**src/include/smc_cfg.svh**
```systemverilog
// Constants for the serial motion command link and its two ends
// Function
// Write single register: code 06h, address, value
// Motion command word at 007Dh drives bits
// 0008h starts positioning; master clears with 0000h
// 4000h starts forward run at speed 0
// Clearing forward run decelerates to stop
// Multi write 10h, byte count twice registers
// Speed 0 is 32 bits at 0480h, upper first
// Multi write reply echoes address, count, new CRC
// Every frame ends CRC-16, low byte first
// Single write reply identical to query
// Act on command bits rising edge only
`ifndef SMC_CFG_SVH
`define SMC_CFG_SVH
`define FC_WRITE_ONE     8'h06
`define FC_WRITE_MANY    8'h10
`define REG_MOTION       16'h007d
`define REG_SPEED0       16'h0480
`define SPEED_REG_COUNT  16'h0002
`define SPEED_BYTE_COUNT 8'h04
`define BIT_START        3
`define BIT_FORWARD      14
`define CRC_INIT         16'hffff
`define CRC_POLY         16'ha001
`define RX_MAX           13
`define RESP_LEN         4'h8
`define LEN_ONE          4'h8
`define LEN_MANY         4'hd
`define RAMP_NS          1000
`define CLK_NS           10
`define RAMP_CYCLES      (`RAMP_NS / `CLK_NS)
`define RAMP_STEP        32'h0000_0064
// Controller register offsets and fields
`define OFS_CTRL         8'h00
`define OFS_DATA         8'h04
`define OFS_SLAVE        8'h08
`define OFS_STATUS       8'h0c
`define SLAVE_RESET      8'h01
`define CTRL_GO          0
`define CTRL_KIND        1
`define ST_BUSY          0
`define ST_DONE          1
`define ST_OK            2
`endif

```
**src/include/smc_pkg.sv**
```systemverilog
// Types and CRC helper shared by both ends
`include "smc_cfg.svh"
package smc_pkg;
	typedef logic [7:0] byte_t;
	typedef enum logic [1:0] {
		DEV_IDLE = 2'b00,
		DEV_RX   = 2'b01,
		DEV_TX   = 2'b11
	} dev_state_t;
	typedef enum logic [1:0] {
		MST_IDLE = 2'b00,
		MST_SEND = 2'b01,
		MST_WAIT = 2'b11
	} mst_state_t;

	function automatic logic [15:0] crc_step(input logic [15:0] crc, input logic [7:0] data);
		logic [15:0] c;
		c = crc ^ {8'h00, data};
		for (int i = 0; i < 8; i++) begin
			c = c[0] ? ((c >> 1) ^ `CRC_POLY) : (c >> 1);
		end
		return c;
	endfunction : crc_step
endpackage : smc_pkg

```
**src/include/smc_link_if.sv**
```systemverilog
// Byte-level link between command master and motion device
`timescale 1ns/1ps
interface smc_link_if;
	logic [7:0] q_data;
	logic       q_valid;
	logic       q_last;
	logic [7:0] r_data;
	logic       r_valid;
	logic       r_last;
	modport master (output q_data, output q_valid, output q_last,
		input r_data, input r_valid, input r_last);
	modport device (input q_data, input q_valid, input q_last,
		output r_data, output r_valid, output r_last);
endinterface : smc_link_if

```
**src/logic/motion_device.sv**
```systemverilog
// Motion device end: frame decode, echo reply, command bits, speed ramp
`timescale 1ns/1ps
`include "smc_cfg.svh"
module motion_device (
	input  wire logic        hclk,
	input  wire logic        hresetn,
	smc_link_if.device       link,
	input  wire logic [7:0]  slave_addr,
	output logic      [15:0] motion_word,
	output logic      [31:0] run_speed,
	output logic             start_pulse,
	output logic             forward_active,
	output logic      [31:0] drive_speed
);
	smc_pkg::dev_state_t state_reg;
	smc_pkg::byte_t      buf_reg [`RX_MAX];
	logic [3:0]          cnt_reg;
	logic [15:0]         crc_reg;
	logic [15:0]         crc_next;
	logic                accept;
	logic                is_one;
	logic                is_many;
	logic [15:0]         word_next;
	logic                word_we;
	logic                speed_we;
	logic [3:0]          tx_idx_reg;
	logic [15:0]         tx_crc_reg;
	logic [15:0]         word_prev_reg;
	logic [15:0]         ramp_cnt_reg;
	logic                ramp_tick;
	logic [31:0]         target;

	////////////////////////////////////////////////////////////////////////
	// Receive
	assign crc_next = smc_pkg::crc_step(crc_reg, link.q_data);
	// Frame checks on the byte that ends the frame
	assign is_one = buf_reg[1] == `FC_WRITE_ONE && cnt_reg == 4'(`LEN_ONE - 1)
		&& {buf_reg[2], buf_reg[3]} == `REG_MOTION;
	assign is_many = buf_reg[1] == `FC_WRITE_MANY && cnt_reg == 4'(`LEN_MANY - 1)
		&& {buf_reg[2], buf_reg[3]} == `REG_SPEED0
		&& {buf_reg[4], buf_reg[5]} == `SPEED_REG_COUNT
		&& buf_reg[6] == `SPEED_BYTE_COUNT;
	assign accept = link.q_valid && link.q_last && crc_next == 16'h0000
		&& buf_reg[0] == slave_addr && (is_one || is_many);
	assign word_we = accept && is_one;
	assign speed_we = accept && is_many;
	assign word_next = {buf_reg[4], buf_reg[5]};

	always_ff @(posedge hclk or negedge hresetn) begin
		if (!hresetn) begin
			state_reg <= smc_pkg::DEV_IDLE;
		end else begin
			case (state_reg)
				smc_pkg::DEV_IDLE: begin
					if (link.q_valid && !link.q_last) begin
						state_reg <= smc_pkg::DEV_RX;
					end
				end
				smc_pkg::DEV_RX: begin
					if (accept) begin
						state_reg <= smc_pkg::DEV_TX;
					end else if (link.q_valid && link.q_last) begin
						state_reg <= smc_pkg::DEV_IDLE;
					end
				end
				smc_pkg::DEV_TX: begin
					if (tx_idx_reg == `RESP_LEN - 4'h1) begin
						state_reg <= smc_pkg::DEV_IDLE;
					end
				end
				default: state_reg <= smc_pkg::DEV_IDLE;
			endcase
		end
	end

	// Bytes beyond the longest frame are dropped; the count check rejects it
	always_ff @(posedge hclk or negedge hresetn) begin
		if (!hresetn) begin
			cnt_reg <= 4'h0;
			crc_reg <= `CRC_INIT;
		end else if (state_reg == smc_pkg::DEV_TX) begin
			cnt_reg <= 4'h0;
			crc_reg <= `CRC_INIT;
		end else if (link.q_valid) begin
			cnt_reg <= link.q_last ? 4'h0 : (cnt_reg == 4'hf ? cnt_reg : cnt_reg + 4'h1);
			crc_reg <= link.q_last ? `CRC_INIT : crc_next;
		end
	end

	always_ff @(posedge hclk or negedge hresetn) begin
		if (!hresetn) begin
			for (int i = 0; i < `RX_MAX; i++) begin
				buf_reg[i] <= 8'h00;
			end
		end else if (link.q_valid && state_reg != smc_pkg::DEV_TX
			&& cnt_reg < 4'(`RX_MAX)) begin
			buf_reg[cnt_reg] <= link.q_data;
		end
	end

	////////////////////////////////////////////////////////////////////////
	// Registers
	always_ff @(posedge hclk or negedge hresetn) begin
		if (!hresetn) begin
			motion_word <= 16'h0000;
		end else if (word_we) begin
			motion_word <= word_next;
		end
	end

	always_ff @(posedge hclk or negedge hresetn) begin
		if (!hresetn) begin
			run_speed <= 32'h0000_0000;
		end else if (speed_we) begin
			// Upper word sits at the lower register address
			run_speed <= {buf_reg[7], buf_reg[8], buf_reg[9], buf_reg[10]};
		end
	end

	////////////////////////////////////////////////////////////////////////
	// Reply: first six query bytes, then a fresh CRC
	// A single write's echo equals the query because the CRC is over the same bytes
	always_ff @(posedge hclk or negedge hresetn) begin
		if (!hresetn) begin
			tx_idx_reg <= 4'h0;
			tx_crc_reg <= `CRC_INIT;
		end else if (state_reg == smc_pkg::DEV_TX) begin
			tx_idx_reg <= tx_idx_reg + 4'h1;
			if (tx_idx_reg < 4'h6) begin
				tx_crc_reg <= smc_pkg::crc_step(tx_crc_reg, buf_reg[tx_idx_reg]);
			end
		end else begin
			tx_idx_reg <= 4'h0;
			tx_crc_reg <= `CRC_INIT;
		end
	end

	always_ff @(posedge hclk or negedge hresetn) begin
		if (!hresetn) begin
			link.r_data <= 8'h00;
			link.r_valid <= 1'b0;
			link.r_last <= 1'b0;
		end else begin
			link.r_valid <= state_reg == smc_pkg::DEV_TX;
			link.r_last <= state_reg == smc_pkg::DEV_TX && tx_idx_reg == `RESP_LEN - 4'h1;
			case (tx_idx_reg)
				4'h6: link.r_data <= tx_crc_reg[7:0];
				4'h7: link.r_data <= tx_crc_reg[15:8];
				default: link.r_data <= buf_reg[tx_idx_reg];
			endcase
		end
	end

	////////////////////////////////////////////////////////////////////////
	// Motion commands
	always_ff @(posedge hclk or negedge hresetn) begin
		if (!hresetn) begin
			word_prev_reg <= 16'h0000;
		end else begin
			word_prev_reg <= motion_word;
		end
	end

	always_ff @(posedge hclk or negedge hresetn) begin
		if (!hresetn) begin
			start_pulse <= 1'b0;
		end else begin
			// Start bit left set does not retrigger
			start_pulse <= motion_word[`BIT_START] && !word_prev_reg[`BIT_START];
		end
	end

	always_ff @(posedge hclk or negedge hresetn) begin
		if (!hresetn) begin
			forward_active <= 1'b0;
		end else if (motion_word[`BIT_FORWARD] && !word_prev_reg[`BIT_FORWARD]) begin
			forward_active <= 1'b1;
		end else if (!motion_word[`BIT_FORWARD] && drive_speed == 32'h0000_0000) begin
			forward_active <= 1'b0;
		end
	end

	////////////////////////////////////////////////////////////////////////
	// Speed ramp, one step per tick in both directions
	assign ramp_tick = ramp_cnt_reg == 16'(`RAMP_CYCLES - 1);
	always_ff @(posedge hclk or negedge hresetn) begin
		if (!hresetn) begin
			ramp_cnt_reg <= 16'h0000;
		end else begin
			ramp_cnt_reg <= ramp_tick ? 16'h0000 : ramp_cnt_reg + 16'h0001;
		end
	end

	assign target = (forward_active && motion_word[`BIT_FORWARD]) ? run_speed : 32'h0000_0000;

	always_ff @(posedge hclk or negedge hresetn) begin
		if (!hresetn) begin
			drive_speed <= 32'h0000_0000;
		end else if (ramp_tick) begin
			if (drive_speed < target) begin
				drive_speed <= (target - drive_speed > `RAMP_STEP)
					? drive_speed + `RAMP_STEP : target;
			end else if (drive_speed > target) begin
				// Decelerate rather than drop to zero
				drive_speed <= (drive_speed - target > `RAMP_STEP)
					? drive_speed - `RAMP_STEP : target;
			end
		end
	end
endmodule : motion_device

```
**src/flat_wrapper.sv**
```systemverilog
// flat-port wrapper written by rule: the top's interface ports become plain ports
module motion_device_flat 
  (hclk, hresetn, slave_addr, motion_word, run_speed, start_pulse, forward_active, drive_speed, link_q_data, link_q_valid, link_q_last, link_r_data, link_r_valid, link_r_last);
  smc_link_if link_i ();
  input  wire logic hclk;
  input  wire logic hresetn;
  input  wire logic [7:0] slave_addr;
  output logic      [15:0] motion_word;
  output logic      [31:0] run_speed;
  output logic start_pulse;
  output logic forward_active;
  output logic      [31:0] drive_speed;
  input wire logic [$bits(link_i.q_data)-1:0] link_q_data;
  input wire logic [$bits(link_i.q_valid)-1:0] link_q_valid;
  input wire logic [$bits(link_i.q_last)-1:0] link_q_last;
  output wire logic [$bits(link_i.r_data)-1:0] link_r_data;
  output wire logic [$bits(link_i.r_valid)-1:0] link_r_valid;
  output wire logic [$bits(link_i.r_last)-1:0] link_r_last;
  assign link_i.q_data = link_q_data;
  assign link_i.q_valid = link_q_valid;
  assign link_i.q_last = link_q_last;
  assign link_r_data = link_i.r_data;
  assign link_r_valid = link_i.r_valid;
  assign link_r_last = link_i.r_last;
  motion_device u_core (.hclk(hclk), .hresetn(hresetn), .link(link_i), .slave_addr(slave_addr), .motion_word(motion_word), .run_speed(run_speed), .start_pulse(start_pulse), .forward_active(forward_active), .drive_speed(drive_speed));
endmodule
```
**config.mk**
```make
export PLATFORM = sky130hd
export DESIGN_NAME = motion_device_flat
export DESIGN_NICKNAME = d
export VERILOG_FILES = /design/src/include/smc_pkg.sv /design/src/include/smc_link_if.sv /design/src/logic/motion_device.sv /design/src/flat_wrapper.sv
export VERILOG_INCLUDE_DIRS = /design/src /design/src/include
export SDC_FILE = /design/constraint.sdc
export NUM_CORES = 1
export LEC_CHECK = 0
export ABC_AREA = 1
export BUFFER_PORTS_ARGS = -buffer_cell sky130_fd_sc_hd__buf_2
export CAP_MARGIN = 15
export CORE_AREA = 2 2 180 182
export DETAILED_ROUTE_END_ITERATION = 6
export DIE_AREA = 0 0 182 184
export GPL_TIMING_DRIVEN = 0
export MAX_ROUTING_LAYER = met4
export PLACE_DENSITY = 0.8
export SYNTH_ARGS = -nofsm -noshare
export SYNTH_HDL_FRONTEND = slang
export SYNTH_SLANG_ARGS = --single-unit
```
**constraint.sdc**
```tcl
create_clock -name hclk -period 8.75 [get_ports hclk]
set_input_delay 1.3125 -clock hclk [delete_from_list [all_inputs] [get_ports hclk]]
set_output_delay 1.3125 -clock hclk [all_outputs]
set_load 0.005 [all_outputs]
```
Yosys cells after proc, flatten, opt, wreduce, memory -nomap -nowiden
Cells that the tools add are included.
W data, S select, Z words.

storage, ports and cells
  flip-flop bits (word level) = 269
  input bits = 20
  output and inout port bits = 92
  logic and storage cells = 166

cells by class
  add/subtract/negate cells = 7
  order comparisons = 9
  eq/ne operators = 21
  muxes and demuxes = 46
  bitwise operators = 20
  reduce and logical (&&, ||, !) cells = 35

operator list
  kind                     count
  $mux W16                 22
  $mux W32                 5
  $bwmux W104              1
  $gt A32 B7 Y1 const B    2
  $sub A32 B32 Y32         2
  $not A2 Y3               16
  $add A32 B7 Y32 const B  1
  $bmux W8 S4              1
  $demux W8 S4             1
  $eq A16 B7 Y1 const B    2
  $gt A32 B32 Y1           1
  $logic_not A32 Y1        1
  $lt A32 B32 Y1           1
  $sub A32 B7 Y32 const B  1
  $xor A16 B8 Y16          2
  $mux W8                  3
  $logic_and A1 B1 Y1      21
  $mux W4                  5
  $add A16 B1 Y16 const B  1
  $eq A16 B11 Y1 const B   1
  $eq A16 B2 Y1 const B    1
  $eq A8 B3 Y1 const B     2
  $logic_not A16 Y1        1
  $pmux W8 S2              1
  25 further kinds         43

Longest topological paths before layout
Gate-level depths: netlist (run 1).

  depth after elaboration = 23
  depth in mapped cells = 29
  gate-level depth less buffers = 27

Worst setup path after synthesis (run 1)
Ideal clock, no wire load.

  path kind = input -> register
  from = input link_q_data[5]
  to = register u_core.motion_word[14]
  library setup time = 0.125 ns
  data arrival time = 3.598 ns
  required time = 8.625 ns
  path slack = 5.028 ns
  stages on the path = 13
  buffers on the path = 1
  path through = xnor2_1 -> xor2_1 -> xnor2_1 -> xnor2_1 -> inv_1 -> ha_1 -> xnor2_1 -> nand4_1 -> nor2_1 -> and3_1 -> nand2_1 -> clkbuf_1 -> mux2_2

on the way
  longest elaborated chain between the ends = 16

RTL lines
  element                                RTL line              text
  start, declared                        flat_wrapper.sv:13    input wire logic [$bits(link_i.q_data)-1:0] link_q_data;
  $xor A16 B8 Y16 (*)                    smc_pkg.sv:18         c = crc ^ {8'h00, data};
  $mux W16 (*) (4 in series)             smc_pkg.sv:20         c = c[0] ? ((c >> 1) ^ `CRC_POLY) : (c >> 1);
  $not A2 Y3 (no line)                   n/a
  $mux W16 (*) (3 in series)             smc_pkg.sv:20
  $not A2 Y3 (no line)                   n/a
  $mux W16 (*)                           smc_pkg.sv:20
  $logic_not A16 Y1 (*)                  motion_device.sv:43   assign accept = link.q_valid && link.q_last && crc_next == 16'h0000
  $logic_and A1 B1 Y1 (*)                motion_device.sv:43
  $logic_and A1 B1 Y1 (*) (2 in series)  motion_device.sv:44   && buf_reg[0] == slave_addr && (is_one || is_many);
  $logic_and A1 B1 Y1 (*)                motion_device.sv:45   assign word_we = accept && is_one;
  end signal, assigned                   motion_device.sv:107  motion_word <= word_next;
  end, declared                          motion_device.sv:9    output logic [15:0] motion_word,

Every way passes the cells marked *; elsewhere a longest branch is shown, timed or not.
A chain may end at the register's enable or synchronous reset.

Worst setup path in the final report (run 1)
  from = register u_core.forward_active
  to = register u_core.drive_speed[19]

on the way
  longest elaborated chain between the ends = 7
  elaborated cells on any way between the ends = 14
  classes of those cells = 2 x add/sub; 4 x order compare; 5 x mux; 3 x reduce/logical

RTL lines
  element                  RTL line              text
  start, declared          motion_device.sv:12   output logic forward_active,
  start signal, assigned   motion_device.sv:175  forward_active <= 1'b0;
  start signal, assigned   motion_device.sv:177  forward_active <= 1'b1;
  start signal, assigned   motion_device.sv:179  forward_active <= 1'b0;
  $logic_and A1 B1 Y1 (*)  motion_device.sv:194  assign target = (forward_active && motion_word[`BIT_FORWARD]) ? run_speed : 32'h0000_0000;
  $mux W32 (*)             motion_device.sv:194
  $sub A32 B32 Y32         motion_device.sv:205  drive_speed <= (drive_speed - target > `RAMP_STEP)
  $gt A32 B7 Y1 (no line)  n/a
  $mux W32                 motion_device.sv:205
  $mux W32                 motion_device.sv:203  end else if (drive_speed > target) begin
  $mux W32                 motion_device.sv:200  if (drive_speed < target) begin
  end signal, assigned     motion_device.sv:201  drive_speed <= (target - drive_speed > `RAMP_STEP)
  end signal, assigned     motion_device.sv:205
  end, declared            motion_device.sv:13   output logic [31:0] drive_speed

Every way passes the cells marked *; elsewhere a longest branch is shown, timed or not. The select of a mux whose other input is x is not followed.

==> impl_metrics.csv, run 1 <==
group,metric,value,unit
clock_network,post_cts_resized,0,
floorplan,fp.coreArea,31400,µm²
placement,io_buffers,111,
yosys,yosysMostFrequentCell,"nand2_1",
cells_and_area,fin_cells,3575,
global_route,antenna_found_initial,0,
floorplan,rows,65,
placement,post-place-cells,3525,
cells_and_area,nFillCells,2713,
yosys,syn_area,19400,µm²
yosys,synth.largest_area_cell,"dfrtp_1",
yosys,syn_avg_cell_area,6.44,µm²
drt,drt-initial-drc-count,2378,
drt,drt_wl_total,69700,µm
yosys,ys_seq_area_share,33.3,%
yosys,synth-seq-cells,256,
drt,vias_per_cell,5.90,
sta,hold_viol_final,0,
placement,place_area,20500,µm²
clock_network,clock_sink_count,256,
yosys,synth-edff-count,0,
sta,setup_tns,0,ps
global_route,grt_max_degree,128,
global_route,grt_pass1_vias,20010,
sta,fin_crit_sh,55.8,%
clock_network,clkSlewWorstSetupHoldPaths,70,ps
worst_setup_path,crit_path_frequent_cell,"nand2_1",
cells_and_area,fin_nets,3249,
pwr,leakage,12.4,nW
worst_setup_path,r2r_setup_slack,3870,ps
worst_setup_path,worstSetupPathType,"reg2reg",
worst_setup_path,end_kind,"flip-flop",
worst_setup_path,cp.arrival,5320,ps
worst_setup_path,cp_top_family,"simple AND/OR/NAND/NOR gates",
sta,setup_viol,0,
pwr,ir_worst_vdd,0.000246,V
yosys,ys_types,50,
worst_setup_path,startpoint_type,"flip-flop",
clock_network,postCtsHoldBufs,0,
global_route,overflow,0,
placement,gp_congestion,1.03,
sta,finClkSkew,13.0,ps
worst_setup_path,crit_buf_inv,5,
pwr,power.density,172,nW/µm²
drt,firstDrtPassIters,7,
floorplan,start_util,61.7,%
floorplan,die_height,184,µm
worst_setup_path,r2r_cells,22,
min_path,worst_hold_path.endpoint,"u_core.start_pulse$_DFF_PN0_",
worst_setup_path,worstPathMaxFanout,10,
worst_setup_path,cpMaxStageDelayCell,"nor2_1",
worst_setup_path,path_cells,"nand2_1 > inv_1 > clkbuf_1 > nand2_1 > inv_1 > ha_1 > buf_2 > a21oi_1 > nand2_1 > a21oi_1 > nand3_1 > nand2_1 > nand2_1 > nor2_1 > nand4_1 > nor2_1 > buf_2 > nand3_1 > nand3_1 > nand2_1 > nand2_1 > nand2_1",
floorplan,die_x,182,µm
cells_and_area,synthToLayoutAreaGrowth,10.5,%
yosys,synth_common_cells,"nand2_1 (1,091), inv_1 (429), nand3_1 (264)",
cells_and_area,final_layout_size_suffix_gt1_share,8.98,%
clock_network,cts-root-buf,"clkbuf_16",
clock_network,cts_setup_buffers,0,
run,cap_violations,0,
drt,ant_nets,0,
drt,dr_total_vias,21105,
clock_network,insertion_delay,550,ps
yosys,syn_inst,3010,
cells_and_area,postLayoutCellArea,21400,µm²
status,status,"finished, final reports clean",
sta,fmax,0.205,GHz
worst_setup_path,critPathRequiredTime,9190,ps
floorplan,dieArea,33500,µm²
min_path,worstHoldStart,"u_core.word_prev_reg[3]$_DFF_PN0_",
worst_setup_path,cpPeakStageDelay,580,ps
sta,slew_headroom,26.6,%
floorplan,io_pins,112,
clock_network,htree_num_levels,1,
worst_setup_path,rr_endpoint,"u_core.drive_speed[19]$_DFFE_PN0P_",
cells_and_area,n_antenna_cell,0,
min_path,hold_class,"reg2reg",
yosys,ys_warn_count,0,
clock_network,clockBufferDepth,3,
drt,drc_errors,0,
cells_and_area,largest_reg_flops,104,
drt,wl_per_cell,19.5,µm
yosys,syn_nets,3107,
clock_network,cts-buffers-inserted,27,
worst_setup_path,worstReg2RegStart,"u_core.forward_active$_DFFE_PN0P_",
yosys,async_flop_share,100,%
yosys,ys.flop_type,"dfrtp_1",
global_route,grt_pass1_wl,107000,µm
min_path,holdPathStages,1,
clock_network,cts_tree,"done",
yosys,synth_top_area_share,28.9,%
sta,period_needed,4880,ps
sta,maxSlewViolCount,0,
yosys,yosys-top-cells-area,"dfrtp_1 (29%), nand2_1 (21%), inv_1 (8.3%), nand3_1 (6.8%), o21ai_0 (5.1%)",
placement,dp_hpwl,53700,µm
global_route,grt_use_total,42.5,%
sta,rsz0062_at_grt,"false",
sta,worstMarginPinSlew,1090,ps
## logic make-up after synthesis
kind of cell | count (synthesis) | share of synthesized area (%)
buf+inv | 556 | 11.2
fa+ha+maj | 77 | 5.01
compound gates | 337 | 9.45
simple gates | 1679 | 36.2
mux | 10 | 0.581
xor+xnor | 95 | 4.29
flops | 256 | 33.3
## how the worst max path moves through the flow
stage                                       startpoint                            endpoint  slack (ps)  cells after the start
CTS                  u_core.forward_active$_DFFE_PN0P_  u_core.drive_speed[19]$_DFFE_PN0P_        4170                     22
global placement                               hresetn  u_core.drive_speed[28]$_DFFE_PN0P_        1970                      1
finish               u_core.forward_active$_DFFE_PN0P_  u_core.drive_speed[19]$_DFFE_PN0P_        3870                     22
global route        u_core.motion_word[14]$_DFFE_PN0P_  u_core.drive_speed[27]$_DFFE_PN0P_        3510                     24
detailed placement   u_core.forward_active$_DFFE_PN0P_  u_core.drive_speed[27]$_DFFE_PN0P_        4170                     22
floorplan                               link_q_data[5]  u_core.motion_word[14]$_DFFE_PN0P_        5030                     13
## worst reg2reg max path, delay by kind of cell, from the launching register on
kind,cells,cell delay (ps)
AOI/OAI and AO/OA,2,600
adders and majority gates,1,230
buffers and inverters,5,1300
DFF,1,430
and+or+nand+nor,14,2210
## cell usage in the layout, fill, tap and decap left out, types with 10 or more instances in the layout
master	Yosys	routed
a21oi_1	79	79
buf_2	29	139
clkbuf_1	61	66
clkbuf_16	0	27
clkinv_1	13	13
dfrtp_1	224	224
dfstp_2	32	32
ha_1	76	76
inv_1	429	429
inv_2	12	12
mux2_2	10	10
nand2_1	1091	1091
nand3_1	264	264
nand4_1	60	60
nor2_1	175	175
nor2_2	22	22
nor3_1	26	26
nor4_1	22	22
o21ai_0	199	199
xnor2_1	26	26
xor2_1	69	69
## routing by layer
| metal | global-route usage, % | wire [µm] |
|---|---|---|
| met5 | - | 0 |
| met4 | 28.1 | 5490 |
| met3 | 5.41 | 5700 |
| met2 | 71.9 | 33400 |
| met1 | 47.6 | 25100 |
## cell type report
| class | instances | area (µm²) | area share, % |
|---|---|---|---|
| Sequential cell | 256 | 6450 | 30.1 |
| Clock buffer | 37 | 763 | 3.57 |
| Clock inverter | 13 | 139 | 0.649 |
| Tap cell | 402 | 503 | 2.35 |
| Timing Repair Buffer | 113 | 621 | 2.90 |
| Multi-Input combinational cell | 2198 | 10800 | 50.3 |
| Inverter | 454 | 1700 | 7.96 |
| Buffer | 102 | 473 | 2.21 |
## stage by stage
step / total power [mW] / setup slack [ps] / hold WS, ps / util, %
3_3_place_gp: 2.42 / 1970 / 380 / 65.1
6_report: 3.69 / 3870 / 395 / 68.2
5_1_grt: 3.84 / 3510 / 407 / 68.2
3_5_place_dp: 2.47 / 4170 / 388 / 65.3
4_1_cts: 3.65 / 4170 / 396 / 68.2
2_1_floorplan: 2.15 / 5030 / 377 / -
## power breakdown
part	switching (mW)	internal (mW)	total [mW]
clock network	0.502	0.674	1.18
logic	0.594	0.306	0.900
registers	0.197	1.42	1.62
Note: power is estimated with default switching activity, not from simulation.
==> run 2, diff against run 1 <==
Settings changed: ABC_AREA 1 to 0, CORE_AREA 2 2 180 182 to 2 2 169 171, DIE_AREA 0 0 182 184 to 0 0 171 173, PLACE_DENSITY 0.8 to 0.81.
Clock period 8.75 ns to 5.05 ns, I/O delays scaled along.
==> impl_metrics.csv, run 2 <==
group,metric,value,unit
cells_and_area,largest_reg_flops,104,
worst_setup_path,crit_path_frequent_cell,"clkbuf_1",
drt,drt_wl_total,61900,µm
worst_setup_path,crit_buf_inv,5,
global_route,grt_max_degree,124,
cells_and_area,final_cell_mix,"dfrtp_1 (222), mux2_2 (161), nand2_1 (144)",
global_route,antenna_found_initial,0,
sta,setup_viol,0,
worst_setup_path,cpMaxStageDelayCell,"clkbuf_1",
sta,setup_tns,0,ps
yosys,synth-seq-cells,256,
clock_network,htree_num_levels,1,
worst_setup_path,startpoint_type,"flip-flop",
sta,worstMarginPinSlew,1120,ps
sta,maxSlewViolCount,0,
floorplan,start_util,61.8,%
yosys,yosys-top-cells-area,"dfrtp_1 (33%), mux2_2 (11%), ha_1 (5.6%), dfstp_2 (4.9%), xnor2_1 (3.6%)",
drt,vias_per_cell,6.87,
drt,ant_nets,0,
worst_setup_path,worstSetupPathType,"reg2reg",
drt,dr_total_vias,16004,
cells_and_area,postLayoutCellArea,19900,µm²
run,cap_violations,0,
sta,period_needed,5030,ps
floorplan,io_pins,112,
sta,whs,8.89,ps
drt,firstDrtPassIters,6,
floorplan,die_x,171,µm
floorplan,rows,61,
worst_setup_path,cp.arrival,5510,ps
cells_and_area,synthToLayoutAreaGrowth,16.3,%
yosys,ys_seq_area_share,37.7,%
worst_setup_path,cpPeakStageDelay,700,ps
yosys,ys_warn_count,0,
placement,place_area,18200,µm²
cells_and_area,mostFrequentLayoutCell,"dfrtp_1",
global_route,grt_pass1_wl,94100,µm
sta,slew_headroom,24.7,%
drt,drc_errors,0,
clock_network,postCtsHoldBufs,0,
yosys,syn_avg_cell_area,9.65,µm²
worst_setup_path,cp_top_family,"buffers and inverters",
status,status,"finished, final reports clean",
yosys,yosysMostFrequentCell,"dfrtp_1",
sta,fin_crit_sh,99.6,%
cells_and_area,final_layout_size_suffix_gt1_share,28.8,%
cells_and_area,multi_input_area,10400,µm²
sta,fmax,0.199,GHz
global_route,overflow,0,
yosys,syn_inst,1770,
worst_setup_path,critPathRequiredTime,5530,ps
yosys,ys_types,87,
clock_network,insertion_delay,580,ps
clock_network,clockBufferDepth,3,
worst_setup_path,end_kind,"flip-flop",
placement,dp_hpwl,46000,µm
yosys,ys.flop_type,"dfrtp_1",
drt,drt-initial-drc-count,1800,
cells_and_area,final_core_util,71.9,%
pwr,ir_worst_vdd,0.000439,V
placement,io_buffers,109,
yosys,syn_area,17100,µm²
placement,post-place-cells,2259,
clock_network,cts-root-buf,"clkbuf_16",
yosys,synth.largest_area_cell,"dfrtp_1",
clock_network,cts-buffers-inserted,27,
cells_and_area,n_antenna_cell,0,
yosys,async_flop_share,100,%
cells_and_area,fin_cells,2330,
cells_and_area,seq_area,6450,µm²
clock_network,cts_tree,"done",
floorplan,dieArea,29600,µm²
floorplan,fp.coreArea,27600,µm²
placement,gp_congestion,1.04,
worst_setup_path,path_cells,"and2_4 > clkbuf_8 > nand2_2 > inv_1 > ha_1 > clkbuf_4 > and2_1 > nand4_1 > nor3_1 > a21boi_0 > nand2_1 > clkbuf_1 > clkbuf_1 > o21ai_0 > o211ai_1",
min_path,hold_class,"in2async",
sta,hold_viol_final,0,
pwr,power.density,287,nW/µm²
global_route,grt_use_total,43.0,%
pwr,leakage,9.37,nW
worst_setup_path,worstPathMaxFanout,10,
clock_network,clock_sink_count,256,
yosys,syn_nets,1867,
yosys,synth-edff-count,0,
yosys,synth_top_area_share,32.8,%
cells_and_area,nFillCells,2049,
global_route,grt_pass1_vias,15934,
cells_and_area,fin_nets,2028,
floorplan,die_height,173,µm
sta,finClkSkew,20.3,ps
drt,wl_per_cell,26.6,µm
yosys,synth_common_cells,"dfrtp_1 (224), nand2_1 (163), mux2_2 (162)",
clock_network,clkSlewWorstSetupHoldPaths,70,ps
-- run 2: cell types whose count changed after synthesis, moves of 45 or more --
| cell | delta |
|---|---|
| o21ai_0 | -128 |
| xnor2_1 | +45 |
| nand3_1 | -199 |
| inv_1 | -346 |
| mux2_2 | +152 |
| nand2_1 | -928 |
| nor2_1 | -88 |
-- run 2: layout make-up --
type,count,share of cell area [%]
plain buffers,95,2.85
multi-input cells,1333,52.2
repair buffers,133,3.89
inverters,85,1.61
flip-flops and latches,256,32.5
clock buffers,36,3.83
clock inverters,14,0.763
well taps,378,2.38
-- run 2: worst paths after layout --
kind,start,endpoint,slack (ps),cells after the start
max,u_core.forward_active$_DFFE_PN0P_,u_core.drive_speed[19]$_DFFE_PN0P_,20,15
min,hresetn,u_core.run_speed[10]$_DFFE_PN0P_,9,1
max reg2reg,u_core.forward_active$_DFFE_PN0P_,u_core.drive_speed[19]$_DFFE_PN0P_,20,15
min reg2reg,u_core.word_prev_reg[3]$_DFF_PN0_,u_core.start_pulse$_DFF_PN0_,460,1
max in group asynchronous,hresetn,u_core.ramp_cnt_reg[10]$_DFF_PN0_,3720,3
min in group hclk,u_core.word_prev_reg[3]$_DFF_PN0_,u_core.start_pulse$_DFF_PN0_,460,1
-- run 2: logic make-up (layout without fill, tap and decap cells) --
kind of cell | count (synthesis) | after routing | synth area share (%)
flip-flops | 256 | 256 | 37.7
AO/OA/AOI/OAI | 439 | 439 | 17.3
XOR/XNOR | 104 | 104 | 5.33
adder cells (fa/ha/maj) | 77 | 77 | 5.69
buffers and inverters | 181 | 363 | 4.47
multiplexers | 192 | 192 | 14.2
AND/OR/NAND/NOR | 521 | 521 | 15.2
-- run 2: per-layer routing --
metal  share of wire, %  routed length (µm)  GRT usage, %  up-vias
li1                   -                   -             -     6846
met1                 36               22500          50.4     7781
met2                 47               29000          67.1     1040
met3                8.1                5010          7.35      337
met4                8.7                5400          29.9        0
met5                  0                   0             -        -
-- run 2: through the flow --
step,setup slack [ps],power [mW]
final,18.9,5.69
after global routing,-8.29,5.86
after CTS,57.1,5.66
after detailed placement,-1620,3.60
after global placement,-1650,3.54
after floorplan,475,3.25
-- run 2: worst reg2reg max path, delay by kind of cell, from the launching register on --
family	cells	cell delay, ps
fa+ha+maj	1	290
compound gates	3	630
simple gates	6	1770
flops	1	460
buf+inv	5	1800
-- run 2: what timing repair did --
action,in CTS,in global routing
endpoints found under the hold margin,0,0
pin swaps,11,19
setup buffers,14,7
setup endpoints to repair,32,32
resized for setup,86,93
-- run 2: report_power, final --
| part | switching, mW | internal, mW | leakage, nW | total (mW) |
|---|---|---|---|---|
| Sequential | 0.289 | 2.34 | 3.33 | 2.63 |
| Clock | 0.889 | 1.17 | 0.443 | 2.06 |
| Combinational | 0.492 | 0.511 | 5.60 | 1.00 |
